$ cat config.mk
export PLATFORM = sky130hd
export DESIGN_NAME = plk_top
export DESIGN_NICKNAME = d
export VERILOG_FILES = /design/src/plk_pkg.sv /design/src/plk_top.sv /design/src/plk_window.sv
export SDC_FILE = /design/constraint.sdc
export NUM_CORES = 1
export LEC_CHECK = 0
export ABC_CLOCK_PERIOD_IN_PS = 6800
export BUFFER_PORTS_ARGS = -buffer_cell sky130_fd_sc_hd__buf_2
export CORE_UTILIZATION = 55
export CTS_CLUSTER_DIAMETER = 60
export DETAILED_ROUTE_END_ITERATION = 10
export MAX_ROUTING_LAYER = met4
export PLACE_DENSITY = 0.92
export SYNTH_ARGS = -nofsm -noshare
export SYNTH_HDL_FRONTEND = slang
export SYNTH_SLANG_ARGS = --single-unit
$ cat constraint.sdc
create_clock -name core_clk -period 6.8 [get_ports core_clk]
set_clock_uncertainty 0.1 [all_clocks]
set_input_delay 1.36 -clock core_clk [delete_from_list [all_inputs] [get_ports core_clk]]
set_output_delay 1.36 -clock core_clk [all_outputs]
set_load 0.005 [all_outputs]
$ cat src/plk_pkg.sv
package plk_pkg;
  // register byte addresses (index times four)
  localparam logic [3:0] IDX_LOCK = 4'h7;
  localparam logic [3:0] IDX_ANA = 4'h8;
  localparam logic [3:0] IDX_CP = 4'h9;
  localparam logic [3:0] IDX_AUX = 4'ha;
  localparam logic [7:0] ADDR_LOCK = 8'h1c;
  localparam logic [7:0] ADDR_ANA = 8'h20;
  localparam logic [7:0] ADDR_CP = 8'h24;
  localparam logic [7:0] ADDR_AUX = 8'h28;
  localparam logic [7:0] ADDR_STAT = 8'h40;
  localparam logic [7:0] ADDR_MASK = 8'h44;
  localparam logic [7:0] ADDR_LSTAT = 8'h48;
  localparam logic [7:0] ADDR_PADCTL = 8'h4c;
  // reset values
  localparam logic [13:0] RST_LOCK = 14'h000d;
  localparam logic [23:0] RST_ANA = 24'hc1beff;
  localparam logic [23:0] RST_CP = 24'h40050a;
  localparam logic [23:0] RST_AUX = 24'h002205;
  // lock register fields
  localparam int LK_THR_LO = 0;
  localparam int LK_EN = 3;
  localparam int LK_WTYPE = 6;
  localparam int LK_WDUR_LO = 7;
  localparam int LK_TRATE_LO = 10;
  localparam int LK_TTEST = 12;
  localparam int LK_RELOCK = 13;
  // analog / charge pump fields
  localparam int AN_PAD_EN = 5;
  localparam int AN_RFB_LO = 12;
  localparam int AN_RSY_LO = 15;
  localparam int AN_DIV2 = 19;
  localparam int CP_DN_LO = 0;
  localparam int CP_UP_LO = 7;
  localparam int CP_OFS_LO = 14;
  localparam int CP_OFS_UP = 21;
  localparam int CP_OFS_DN = 22;
  localparam int CP_HIK = 23;
  // pad control: bit 1 selects lock/gpo, bit 0 is the gpo level
  localparam int PC_LDSEL = 1;
  localparam int PC_GPO = 0;
  // interrupt status bits
  localparam int IRQ_LOCK = 0;
  localparam int IRQ_LOSS = 1;
  localparam int IRQ_RELOCK = 2;
  // analog one-shot window, ns, and its full width in cycles, at least one
  localparam int ANA_WIN_NS = 10;
  localparam int CLK_NS = 25;
  localparam int ANA_WIN_CYC = (ANA_WIN_NS / CLK_NS) < 1 ? 1 :
                                (ANA_WIN_NS / CLK_NS);
  localparam logic [2:0] BIAS_OFF = 3'h0;
  localparam logic [31:0] RESP_OKAY = 32'h0;
  typedef enum logic [2:0] {
    LK_IDLE = 3'b001,
    LK_HUNT = 3'b010,
    LK_LOCKED = 3'b100
  } plk_state_t;
endpackage

$ cat src/plk_top.sv
`timescale 1ns/1ps
// How it works
// - lock after threshold consecutive in-window hits
// - detection runs only while enable set
// - window type picks digital timer or one-shot
// - digital window length from duration field
// - timer rate field, 00 fastest
// - test bit runs timer continuously
// - auto relock tries at most once until its enable bit is cleared
// - pad enable and select steer status pin
// - bias fields, zero disables the block
// - divide-by-two path follows its enable
// - pump up/down gain, 20 uA per code
// - offset current, 5 uA per code
// - offset direction bits up and down
// - high gain pump mode select
module plk_top (
  // clock and reset
  input wire logic core_clk,
  input wire logic rst,
  // ahb-lite slave
  input wire logic hsel,
  input wire logic [7:0] haddr,
  input wire logic [1:0] htrans,
  input wire logic hwrite,
  input wire logic [2:0] hsize,
  input wire logic [31:0] hwdata,
  input wire logic hready,
  output logic [31:0] hrdata,
  output logic hreadyout,
  output logic hresp,
  // pll events
  input wire logic ref_evt,
  input wire logic vco_evt,
  input wire logic serial_data,
  input wire logic serial_drive,
  // status pad
  output logic lock_serial_out_pin,
  output logic lock_serial_out_pin_oe,
  // analog controls
  output logic [23:0] analog_enable_out,
  output logic [23:0] charge_pump_out,
  output logic [23:0] aux_trigger_out,
  output logic divide_by_two_on,
  output logic rf_buffer_on,
  output logic resync_on,
  output logic [6:0] pump_down_gain,
  output logic [6:0] pump_up_gain,
  output logic [6:0] offset_up_code,
  output logic [6:0] offset_down_code,
  output logic high_gain_pump_mode,
  output logic relock_req,
  output logic locked,
  output logic irq
);
  logic [13:0] lock_detect_config_reg;
  logic [23:0] analog_enable_config_reg;
  logic [23:0] charge_pump_config_reg;
  logic [23:0] aux_serial_trigger_reg;
  logic [2:0] irq_stat_reg;
  logic [2:0] irq_mask_reg;
  logic [1:0] pad_ctl_reg;
  logic [7:0] addr_reg;
  logic wr_reg;
  logic [16:0] hits_reg;
  logic tried_reg;
  logic ref_seen_reg;
  plk_pkg::plk_state_t st_reg;
  plk_pkg::plk_state_t st_next;
  // output staging
  logic pad_reg;
  logic pad_oe_reg;
  logic div2_reg;
  logic rfb_reg;
  logic rsy_reg;
  logic [6:0] ofs_up_reg;
  logic [6:0] ofs_dn_reg;
  logic relock_reg;
  logic irq_reg;
  logic [31:0] rdata_reg;

  function automatic logic [16:0] thr_count(input logic [2:0] c);
    case (c)
      3'h0: thr_count = 17'h00005;
      3'h1: thr_count = 17'h00020;
      3'h2: thr_count = 17'h00060;
      3'h3: thr_count = 17'h00100;
      3'h4: thr_count = 17'h00200;
      3'h5: thr_count = 17'h00800;
      3'h6: thr_count = 17'h02000;
      default: thr_count = 17'h0ffff;
    endcase
  endfunction

  function automatic logic [23:0] w1c(input logic [23:0] v);
    w1c = v;
  endfunction

  // bus decode
  wire addr_ok = hsel && hready && htrans[1];
  wire do_wr = wr_reg;
  wire [2:0] thr_sel = lock_detect_config_reg[plk_pkg::LK_THR_LO +: 3];
  wire ld_en = lock_detect_config_reg[plk_pkg::LK_EN];
  wire win_dig = lock_detect_config_reg[plk_pkg::LK_WTYPE];
  wire [2:0] win_dur = lock_detect_config_reg[plk_pkg::LK_WDUR_LO +: 3];
  wire [1:0] win_rate = lock_detect_config_reg[plk_pkg::LK_TRATE_LO +: 2];
  wire win_cont = lock_detect_config_reg[plk_pkg::LK_TTEST];
  wire relock_en = lock_detect_config_reg[plk_pkg::LK_RELOCK];
  wire win_open;

  plk_window #(.CW(8)) u_win (
    .core_clk(core_clk),
    .rst(rst),
    .ref_evt(ref_evt),
    .digital(win_dig),
    .dur(win_dur),
    .rate(win_rate),
    .cont(win_cont),
    .open_now(win_open)
  );

  // lock detection
  wire hit = vco_evt && win_open;
  wire miss = vco_evt && !win_open && ref_seen_reg;
  wire [16:0] thr = thr_count(thr_sel);
  wire reached = hit && (hits_reg + 17'h1 >= thr);
  wire lost = (st_reg == plk_pkg::LK_LOCKED) && (miss || !ld_en);
  wire gain = (st_reg == plk_pkg::LK_HUNT) && reached;
  wire fire_relock = lost && relock_en && !tried_reg;

  always_comb begin
    st_next = st_reg;
    case (st_reg)
      plk_pkg::LK_IDLE: begin
        if (ld_en) st_next = plk_pkg::LK_HUNT;
      end
      plk_pkg::LK_HUNT: begin
        if (!ld_en) st_next = plk_pkg::LK_IDLE;
        else if (reached) st_next = plk_pkg::LK_LOCKED;
      end
      plk_pkg::LK_LOCKED: begin
        if (!ld_en) st_next = plk_pkg::LK_IDLE;
        else if (miss) st_next = plk_pkg::LK_HUNT;
      end
      default: st_next = plk_pkg::LK_IDLE;
    endcase
  end

  always_ff @(posedge core_clk or posedge rst) begin
    if (rst) begin
      st_reg <= plk_pkg::LK_IDLE;
      hits_reg <= 17'h0;
      ref_seen_reg <= 1'b0;
      tried_reg <= 1'b0;
      relock_reg <= 1'b0;
    end else begin
      st_reg <= st_next;
      if (ref_evt) ref_seen_reg <= 1'b1;
      if (!ld_en || miss) hits_reg <= 17'h0;
      else if (hit && hits_reg != thr) hits_reg <= hits_reg + 17'h1;
      if (fire_relock) tried_reg <= 1'b1;
      else if (!relock_en) tried_reg <= 1'b0;
      relock_reg <= fire_relock;
    end
  end

  // ahb-lite address and data phase
  always_ff @(posedge core_clk or posedge rst) begin
    if (rst) begin
      addr_reg <= 8'h00;
      wr_reg <= 1'b0;
    end else begin
      addr_reg <= haddr;
      wr_reg <= addr_ok && hwrite;
    end
  end

  always_ff @(posedge core_clk or posedge rst) begin
    if (rst) begin
      lock_detect_config_reg <= plk_pkg::RST_LOCK;
      analog_enable_config_reg <= plk_pkg::RST_ANA;
      charge_pump_config_reg <= plk_pkg::RST_CP;
      aux_serial_trigger_reg <= plk_pkg::RST_AUX;
      irq_mask_reg <= 3'h0;
      pad_ctl_reg <= 2'h0;
    end else if (do_wr) begin
      case (addr_reg)
        plk_pkg::ADDR_LOCK: lock_detect_config_reg <= hwdata[13:0];
        plk_pkg::ADDR_ANA: analog_enable_config_reg <= hwdata[23:0];
        plk_pkg::ADDR_CP: charge_pump_config_reg <= hwdata[23:0];
        plk_pkg::ADDR_AUX: aux_serial_trigger_reg <= hwdata[23:0];
        plk_pkg::ADDR_MASK: irq_mask_reg <= hwdata[2:0];
        plk_pkg::ADDR_PADCTL: pad_ctl_reg <= hwdata[1:0];
        default: ;
      endcase
    end
  end

  // sticky events, set beats write-one clear
  wire [2:0] ev = {fire_relock, lost, gain};
  wire clr_hit = do_wr && addr_reg == plk_pkg::ADDR_STAT;
  wire [2:0] clr = clr_hit ? hwdata[2:0] : 3'h0;
  always_ff @(posedge core_clk or posedge rst) begin
    if (rst) begin
      irq_stat_reg <= 3'h0;
    end else begin
      irq_stat_reg <= (irq_stat_reg & ~clr) | ev;
    end
  end

  // read mux, unmapped reads zero
  wire [31:0] rd_mux =
    (haddr == plk_pkg::ADDR_LOCK) ? {18'h0, lock_detect_config_reg} :
    (haddr == plk_pkg::ADDR_ANA) ? {8'h0, analog_enable_config_reg} :
    (haddr == plk_pkg::ADDR_CP) ? {8'h0, charge_pump_config_reg} :
    (haddr == plk_pkg::ADDR_AUX) ? {8'h0, aux_serial_trigger_reg} :
    (haddr == plk_pkg::ADDR_STAT) ? {29'h0, irq_stat_reg} :
    (haddr == plk_pkg::ADDR_MASK) ? {29'h0, irq_mask_reg} :
    (haddr == plk_pkg::ADDR_LSTAT) ? {15'h0, hits_reg[15:0],
                                      st_reg == plk_pkg::LK_LOCKED} :
    (haddr == plk_pkg::ADDR_PADCTL) ? {30'h0, pad_ctl_reg} :
    32'h0;

  always_ff @(posedge core_clk or posedge rst) begin
    if (rst) begin
      rdata_reg <= 32'h0;
    end else if (addr_ok && !hwrite) begin
      rdata_reg <= rd_mux;
    end
  end

  // pad steering
  wire pad_en = analog_enable_config_reg[plk_pkg::AN_PAD_EN];
  wire pad_sel = pad_ctl_reg[plk_pkg::PC_LDSEL];
  wire is_locked = st_reg == plk_pkg::LK_LOCKED;
  wire pad_val = pad_sel ? (is_locked | pad_ctl_reg[plk_pkg::PC_GPO]) :
                           serial_data;
  wire pad_drv = pad_en && (pad_sel || serial_drive);

  // analog decode
  wire [2:0] rfb = analog_enable_config_reg[plk_pkg::AN_RFB_LO +: 3];
  wire [2:0] rsy = analog_enable_config_reg[plk_pkg::AN_RSY_LO +: 3];
  wire [6:0] ofs = charge_pump_config_reg[plk_pkg::CP_OFS_LO +: 7];

  always_ff @(posedge core_clk or posedge rst) begin
    if (rst) begin
      pad_reg <= 1'b0;
      pad_oe_reg <= 1'b0;
      div2_reg <= 1'b0;
      rfb_reg <= 1'b0;
      rsy_reg <= 1'b0;
      ofs_up_reg <= 7'h0;
      ofs_dn_reg <= 7'h0;
      irq_reg <= 1'b0;
    end else begin
      pad_reg <= pad_val;
      pad_oe_reg <= pad_drv;
      div2_reg <= analog_enable_config_reg[plk_pkg::AN_DIV2];
      rfb_reg <= rfb != plk_pkg::BIAS_OFF;
      rsy_reg <= rsy != plk_pkg::BIAS_OFF;
      ofs_up_reg <= charge_pump_config_reg[plk_pkg::CP_OFS_UP] ?
                    ofs : 7'h0;
      ofs_dn_reg <= charge_pump_config_reg[plk_pkg::CP_OFS_DN] ?
                    ofs : 7'h0;
      irq_reg <= |((irq_stat_reg & ~clr | ev) & irq_mask_reg);
    end
  end

  // outputs
  assign hrdata = rdata_reg;
  assign hreadyout = 1'b1;
  assign hresp = plk_pkg::RESP_OKAY[0];
  assign lock_serial_out_pin = pad_reg;
  assign lock_serial_out_pin_oe = pad_oe_reg;
  assign analog_enable_out = analog_enable_config_reg;
  assign charge_pump_out = charge_pump_config_reg;
  assign aux_trigger_out = aux_serial_trigger_reg;
  assign divide_by_two_on = div2_reg;
  assign rf_buffer_on = rfb_reg;
  assign resync_on = rsy_reg;
  assign pump_down_gain =
    charge_pump_config_reg[plk_pkg::CP_DN_LO +: 7];
  assign pump_up_gain =
    charge_pump_config_reg[plk_pkg::CP_UP_LO +: 7];
  assign offset_up_code = ofs_up_reg;
  assign offset_down_code = ofs_dn_reg;
  assign high_gain_pump_mode = charge_pump_config_reg[plk_pkg::CP_HIK];
  assign relock_req = relock_reg;
  assign locked = st_reg[2];
  assign irq = irq_reg;
endmodule

$ cat src/plk_window.sv
`timescale 1ns/1ps
// comparison window timer, one-shot or free running
module plk_window #(
  parameter int CW = 8
) (
  // clock and reset
  input wire logic core_clk,
  input wire logic rst,
  // control
  input wire logic ref_evt,
  input wire logic digital,
  input wire logic [2:0] dur,
  input wire logic [1:0] rate,
  input wire logic cont,
  // window
  output logic open_now
);
  logic [CW-1:0] len;
  logic [3:0] pre_reg;
  logic [CW-1:0] cnt_reg;
  logic tick;
  // two ticks per timer cycle, so code 0 (half cycle) is one tick
  assign len = CW'(1) << dur;
  // rate 0 ticks every clock, 3 every eighth
  assign tick = (pre_reg & ((4'h1 << rate) - 4'h1)) == 4'h0;
  always_ff @(posedge core_clk or posedge rst) begin
    if (rst) begin
      pre_reg <= 4'h0;
    end else begin
      pre_reg <= pre_reg + 4'h1;
    end
  end
  always_ff @(posedge core_clk or posedge rst) begin
    if (rst) begin
      cnt_reg <= '0;
    end else if (ref_evt || (cont && cnt_reg == '0)) begin
      cnt_reg <= digital ? len : CW'(plk_pkg::ANA_WIN_CYC);
    end else if (cnt_reg != '0 && (tick || !digital)) begin
      cnt_reg <= cnt_reg - CW'(1);
    end
  end
  assign open_now = (cnt_reg != '0) || (cont && digital);
endmodule
Word level (Yosys, flattened, before mapping)
Cells that the tools add are included.
- register bits after elaboration: 190
- latch bits: 0
- RAM bits: 0
- ROM bits: 0
- output and inout bits: 143
- word-level logic and storage cells: 137
- memories: 0
- add/sub/neg operators: 4
- $mul: 0
- div/mod/pow operators: 0
- magnitude comparators: 1
- eq/ne operators: 29
- shift-type cells: 2
- mux-type cells: 26
- bitwise gates (word level): 6
- reductions and logical operators: 44
- operator list (operator ; count):
    $pmux 16 s7 ; 1
    $mux 24 ; 4
    $mux 17 ; 5
    $eq 8x7->1 const B ; 7
    $eq 8x6->1 const B ; 6
    $mux 8 ; 3
    $logic_and 1x1->1 ; 18
    $mux 3 ; 6
    $add 17x1->17 const B ; 1
    $ge 17x17->1 ; 1
    $ne 17x17->1 ; 1
    $eq 8x5->1 const B ; 2
    $mux 7 ; 2
    $eq 3x3->1 const B ; 4
    $reduce_and 2->1 ; 6
    $eq 3x2->1 const B ; 3
    $pmux 3 s3 ; 1
    $logic_not 8->1 ; 1
    $reduce_bool 8->1 ; 1
    $shl 1x3->8 const A ; 1
    $sub 8x1->8 const B ; 1
    $and 3x3->3 ; 2
    $eq 3x1->1 const B ; 2
    $ne 3x3->1 const B ; 2
    19 further kinds ; 31

Depth between registers and ports, before layout
- word-level depth: 12
- mapped depth: 13

Hierarchy
A second synthesis with hierarchy kept.
- cells, all modules: 860
- area, all modules: 9295.2 um2
- by module, submodules not included (module ; instances ; cells an instance ; area an instance (um2)):
    plk_top ; 1 ; 775 ; 8478.1
    plk_window ; 1 ; 85 ; 817.0

Worst setup path after synthesis
OpenSTA, ideal clock, no wires.
- path kind: register to register
- start: reg hits_reg[6]
- end: reg st_reg[1]
- library setup time: 0.126 ns
- arrival time: 3.069 ns
- required time: 6.574 ns
- setup slack: 3.505 ns
- cell stages (with the launch flop): 13
- path buffers: 1
- period minus slack after synthesis: 3.295 ns
- path through: dfrtp_1 clkbuf_1 and2_1 nor3b_2 and3_1 and3_1 and3_1 xor2_1 ha_1 nand3_1 or4_1 a31o_2 a221o_1
- longest elaborated chain between the ends: 5
- RTL lines (item ; line ; RTL):
    from (decl) ; plk_top.sv:65 ; logic [16:0] hits_reg;
    from (signal assigned) ; plk_top.sv:160 ; else if (hit && hits_reg != thr) hits_reg <= hits_reg + 17'h1;
    $add 17x1->17 ; plk_top.sv:126 ; wire reached = hit && (hits_reg + 17'h1 >= thr);
    $ge 17x17->1 ; plk_top.sv:126 ;
    $logic_and 1x1->1 ; plk_top.sv:126 ;
    $ne 3x3->1 (no source line) ; n/a ;
    $reduce_and 3->1 (no source line) ; n/a ;
    to (signal assigned) ; plk_top.sv:151 ; st_reg <= plk_pkg::LK_IDLE;
    to (signal assigned) ; plk_top.sv:157 ; st_reg <= st_next;
    to (decl) ; plk_top.sv:68 ; plk_pkg::plk_state_t st_reg;
Every way passes these cells.
A chain may end at the register's enable or synchronous reset.

Worst setup path in the final report
- start: reg hits_reg[2]
- end: reg irq_reg, in the netlist irq
- longest elaborated chain between the ends: 7
- RTL lines (item ; line ; RTL):
    $add 17x1->17 ; plk_top.sv:126 ;
    $ge 17x17->1 ; plk_top.sv:126 ;
    $logic_and 1x1->1 ; plk_top.sv:126 ;
    $logic_and 1x1->1 ; plk_top.sv:128 ; wire gain = (st_reg == plk_pkg::LK_HUNT) && reached;
    $or 3x3->3 ; plk_top.sv:265 ; irq_reg <= |((irq_stat_reg & ~clr | ev) & irq_mask_reg);
    $and 3x3->3 ; plk_top.sv:265 ;
    $reduce_or 3->1 ; plk_top.sv:265 ;
    to (signal assigned) ; plk_top.sv:265 ;
    to (decl) ; plk_top.sv:79 ; logic irq_reg;
Every way passes these cells.

==> impl_metrics.csv <==
group,metric,value,unit
status,status,"finished, final reports clean",
placed_design,place_congestion,0.948,
global_route,grt_pass1_wl,38.8,mm
timing,hold_viol_final,0,
yosys,synth_top_family_by_area,"compound AO/OA/AOI/OAI gates",
finish,filler_cell_count,1184,
timing,rsz0062_at_grt,"false",
timing,worst_pin_slew,1190,ps
placed_design,post_dp_cell_area,0.00997,mm²
global_route,antenna_found_initial,0,
pwr,p_total,2.40,mW
yosys,avgSynthCellArea,10.5,µm²
yosys,syn_inst,869,
clock_tree,clk_latency,440,ps
global_route,grt_max_degree,78,
yosys,yosysWarnings,0,
clock_tree,cts_buffers,17,
critical_path,crit_chain,"nand3_1 -> nor3b_2 -> and3_1 -> and3_1 -> and3_1 -> xor2_1 -> ha_1 -> nand3_1 -> or4_1 -> a311o_1 -> o21ai_0",
job,maxCapViolCount,0,
yosys,ys_ff_latch,181,
die,die_y,131,µm
finish,seq_area,0.00457,mm²
die,coreArea,0.0160,mm²
critical_path,cp.required,7030,ps
clock_tree,cts_setup_buffers,0,
yosys,synthFlopType,"dfrtp_1",
finish,fin_nets,1078,
global_route,grtUsageTotal,31.0,%
timing,setup_viol,0,
yosys,syn_area,0.00909,mm²
yosys,synth_compound_area_share,14.2,%
timing,slew_violations,0,
clock_tree,htree_num_levels,4,
placed_design,port_buffers,174,
pwr,power.static_leakage,5.00,nW
clock_tree,cts_root_buffer,"clkbuf_16",
timing,finalSetupTns,0,ps
critical_path,start_kind,"register",
die,ioPinCount,197,
yosys,synth.area.mux_share,11.3,%
clock_tree,post_cts_resized,0,
critical_path,crit_type,"reg2reg",
die,num_rows,46,
timing,fmax,247,MHz
finish,final_common_cell,"buf_2",
yosys,yosys.area_share.adder,2.62,%
detailed_routing,wl,24.7,mm
finish,fin_area,0.0106,mm²
critical_path,critPathSlowestCell,"dfrtp_1",
global_route,grt_pass1_vias,7245,
detailed_routing,drc,0,
pwr,ir_worst_vdd,0.000193,V
placed_design,dp_hpwl,17.2,mm
clock_tree,cts_hold_buf,0,
finish,multi_input_area,0.00409,mm²
finish,drive_gt1_share,33.9,%
critical_path,arrival,4270,ps
yosys,synth_edf_count,0,
yosys,ys_seq_area_share,50.3,%
finish,finalNonFillerCells,1235,
finish,mostFrequentLayoutCells,"174 x buf_2, 151 x dfrtp_1, 85 x nand2_1",
die,die_x,131,µm
yosys,async_flop_share,100,%
die,initial_utilization,56.8,%
detailed_routing,drt_iter0_drc,815,
critical_path,cp_common_cell,"and3_1",
detailed_routing,viasPerCell,6.14,
detailed_routing,drtAntennaViolNets,0,
pwr,pwr_density_cell,226,mW/mm²
global_route,grt-ovfl-total,0,
detailed_routing,drt-wirelength-per-cell,20.0,µm
placed_design,dp.cells,1202,
timing,slew-limit-headroom,20.1,%
yosys,ys_types,71,
detailed_routing,firstDrtPassIters,5,
yosys,yosys.area_share.simple,13.1,%
detailed_routing,num_vias,7585,
timing,fin_crit_sh,59.5,%
clock_tree,clockBufferDepth,2,
timing,period_needed,4050,ps
finish,area_growth,16.4,%
critical_path,critPathCaptureType,"register",
yosys,synth-xor-area-share,2.89,%
hold_path,min_path_type,"reg2reg",
critical_path,cp_slowest_stage_delay,640,ps
clock_tree,cts_tree,"done",
die,fp.dieArea,0.0170,mm²
clock_tree,path_clk_slew,80,ps
clock_tree,cts_sinks,181,
critical_path,crit_fanout,12,
-- layout make-up --
cell class / instances / share of cell area [%]
Timing Repair Buffer: 182 / 8.80
Tap cell: 216 / 2.55
Sequential cell: 181 / 43.2
Inverter: 28 / 1.04
Multi-Input combinational cell: 595 / 38.7
Clock buffer: 17 / 4.02
Clock inverter: 15 / 1.75
Antenna cell: 1 / 0.0236
-- routing by layer --
metal	track usage [%]	up-vias	share of wire (%)
li1	-	3354	-
met1	39.2	3743	41
met2	48.4	428	49
met3	6.51	60	7.7
met4	13.2	0	2.7
met5	-	-	0
-- worst paths after layout --
kind	startpoint	end	slack (ps)	cells past startpoint
worst max-delay path	hits_reg[2]$_DFFE_PP0P_	irq$_DFF_PP0_	2750	11
worst min-delay path	analog_enable_out[19]$_DFFE_PP0P_	divide_by_two_on$_DFF_PP0_	350	0
worst max register to register	hits_reg[2]$_DFFE_PP0P_	irq$_DFF_PP0_	2750	11
worst min register to register	analog_enable_out[19]$_DFFE_PP0P_	divide_by_two_on$_DFF_PP0_	350	0
max in group asynchronous	rst	u_win.cnt_reg[3]$_DFFE_PP0P_	4510	3
min in group asynchronous	rst	divide_by_two_on$_DFF_PP0_	830	2
-- metrics by stage --
step,hold slack [ps],util (%),setup slack (ps)
6_report,353,66.1,2750
5_1_grt,347,66.1,2510
4_1_cts,341,66.1,2860
3_5_place_dp,323,62.3,2590
3_3_place_gp,317,62.3,2700
2_1_floorplan,312,-,474
-- cell usage after synthesis, drive strengths merged (6+ instances only) --
master	count	area [µm²]
mux2i	15	150
nor2	59	221
o31ai	9	67.6
xnor2	16	140
a21oi	58	309
inv	26	97.6
and2	7	43.8
a211oi	7	52.6
ha	19	238
nand2	86	325
a21o	6	45.0
dfstp	30	788
mux2	78	878
a31o	6	52.6
o21ai	49	245
nand2b	9	56.3
a22oi	12	90.1
dfrtp	151	3780
buf	37	262
o22ai	12	75.1
nor3	10	50.1
nand3	15	75.1
nor4b	6	52.6
and3	7	43.8
a221oi	7	61.3
xor2	14	123
clkbuf	36	136
-- kinds of logic (layout without fill, tap and decap cells) --
family	after synthesis	in the layout
AO/OA/AOI/OAI	201	201
XOR/XNOR	30	30
adder cells (fa/ha/maj)	19	19
buffers and inverters	101	242
flip-flops	181	181
multiplexers	93	93
other	2	11
AND/OR/NAND/NOR	242	242
-- power by group --
group | internal [mW] | leakage, nW | switching, mW | total (mW)
Combinational | 0.0891 | 2.54 | 0.134 | 0.223
Clock | 0.530 | 0.293 | 0.481 | 1.01
Sequential | 1.12 | 2.17 | 0.0427 | 1.16
Total | 1.74 | 5.00 | 0.658 | 2.40
-- worst max-delay path: cells and delay by family (launching register included) --
family | cells | cell delay, ps
AO/OA/AOI/OAI | 2 | 620
XOR/XNOR | 1 | 90
adder cells (fa/ha/maj) | 1 | 300
flip-flops | 1 | 640
AND/OR/NAND/NOR | 7 | 2180
(Power assumes the default switching activity.)
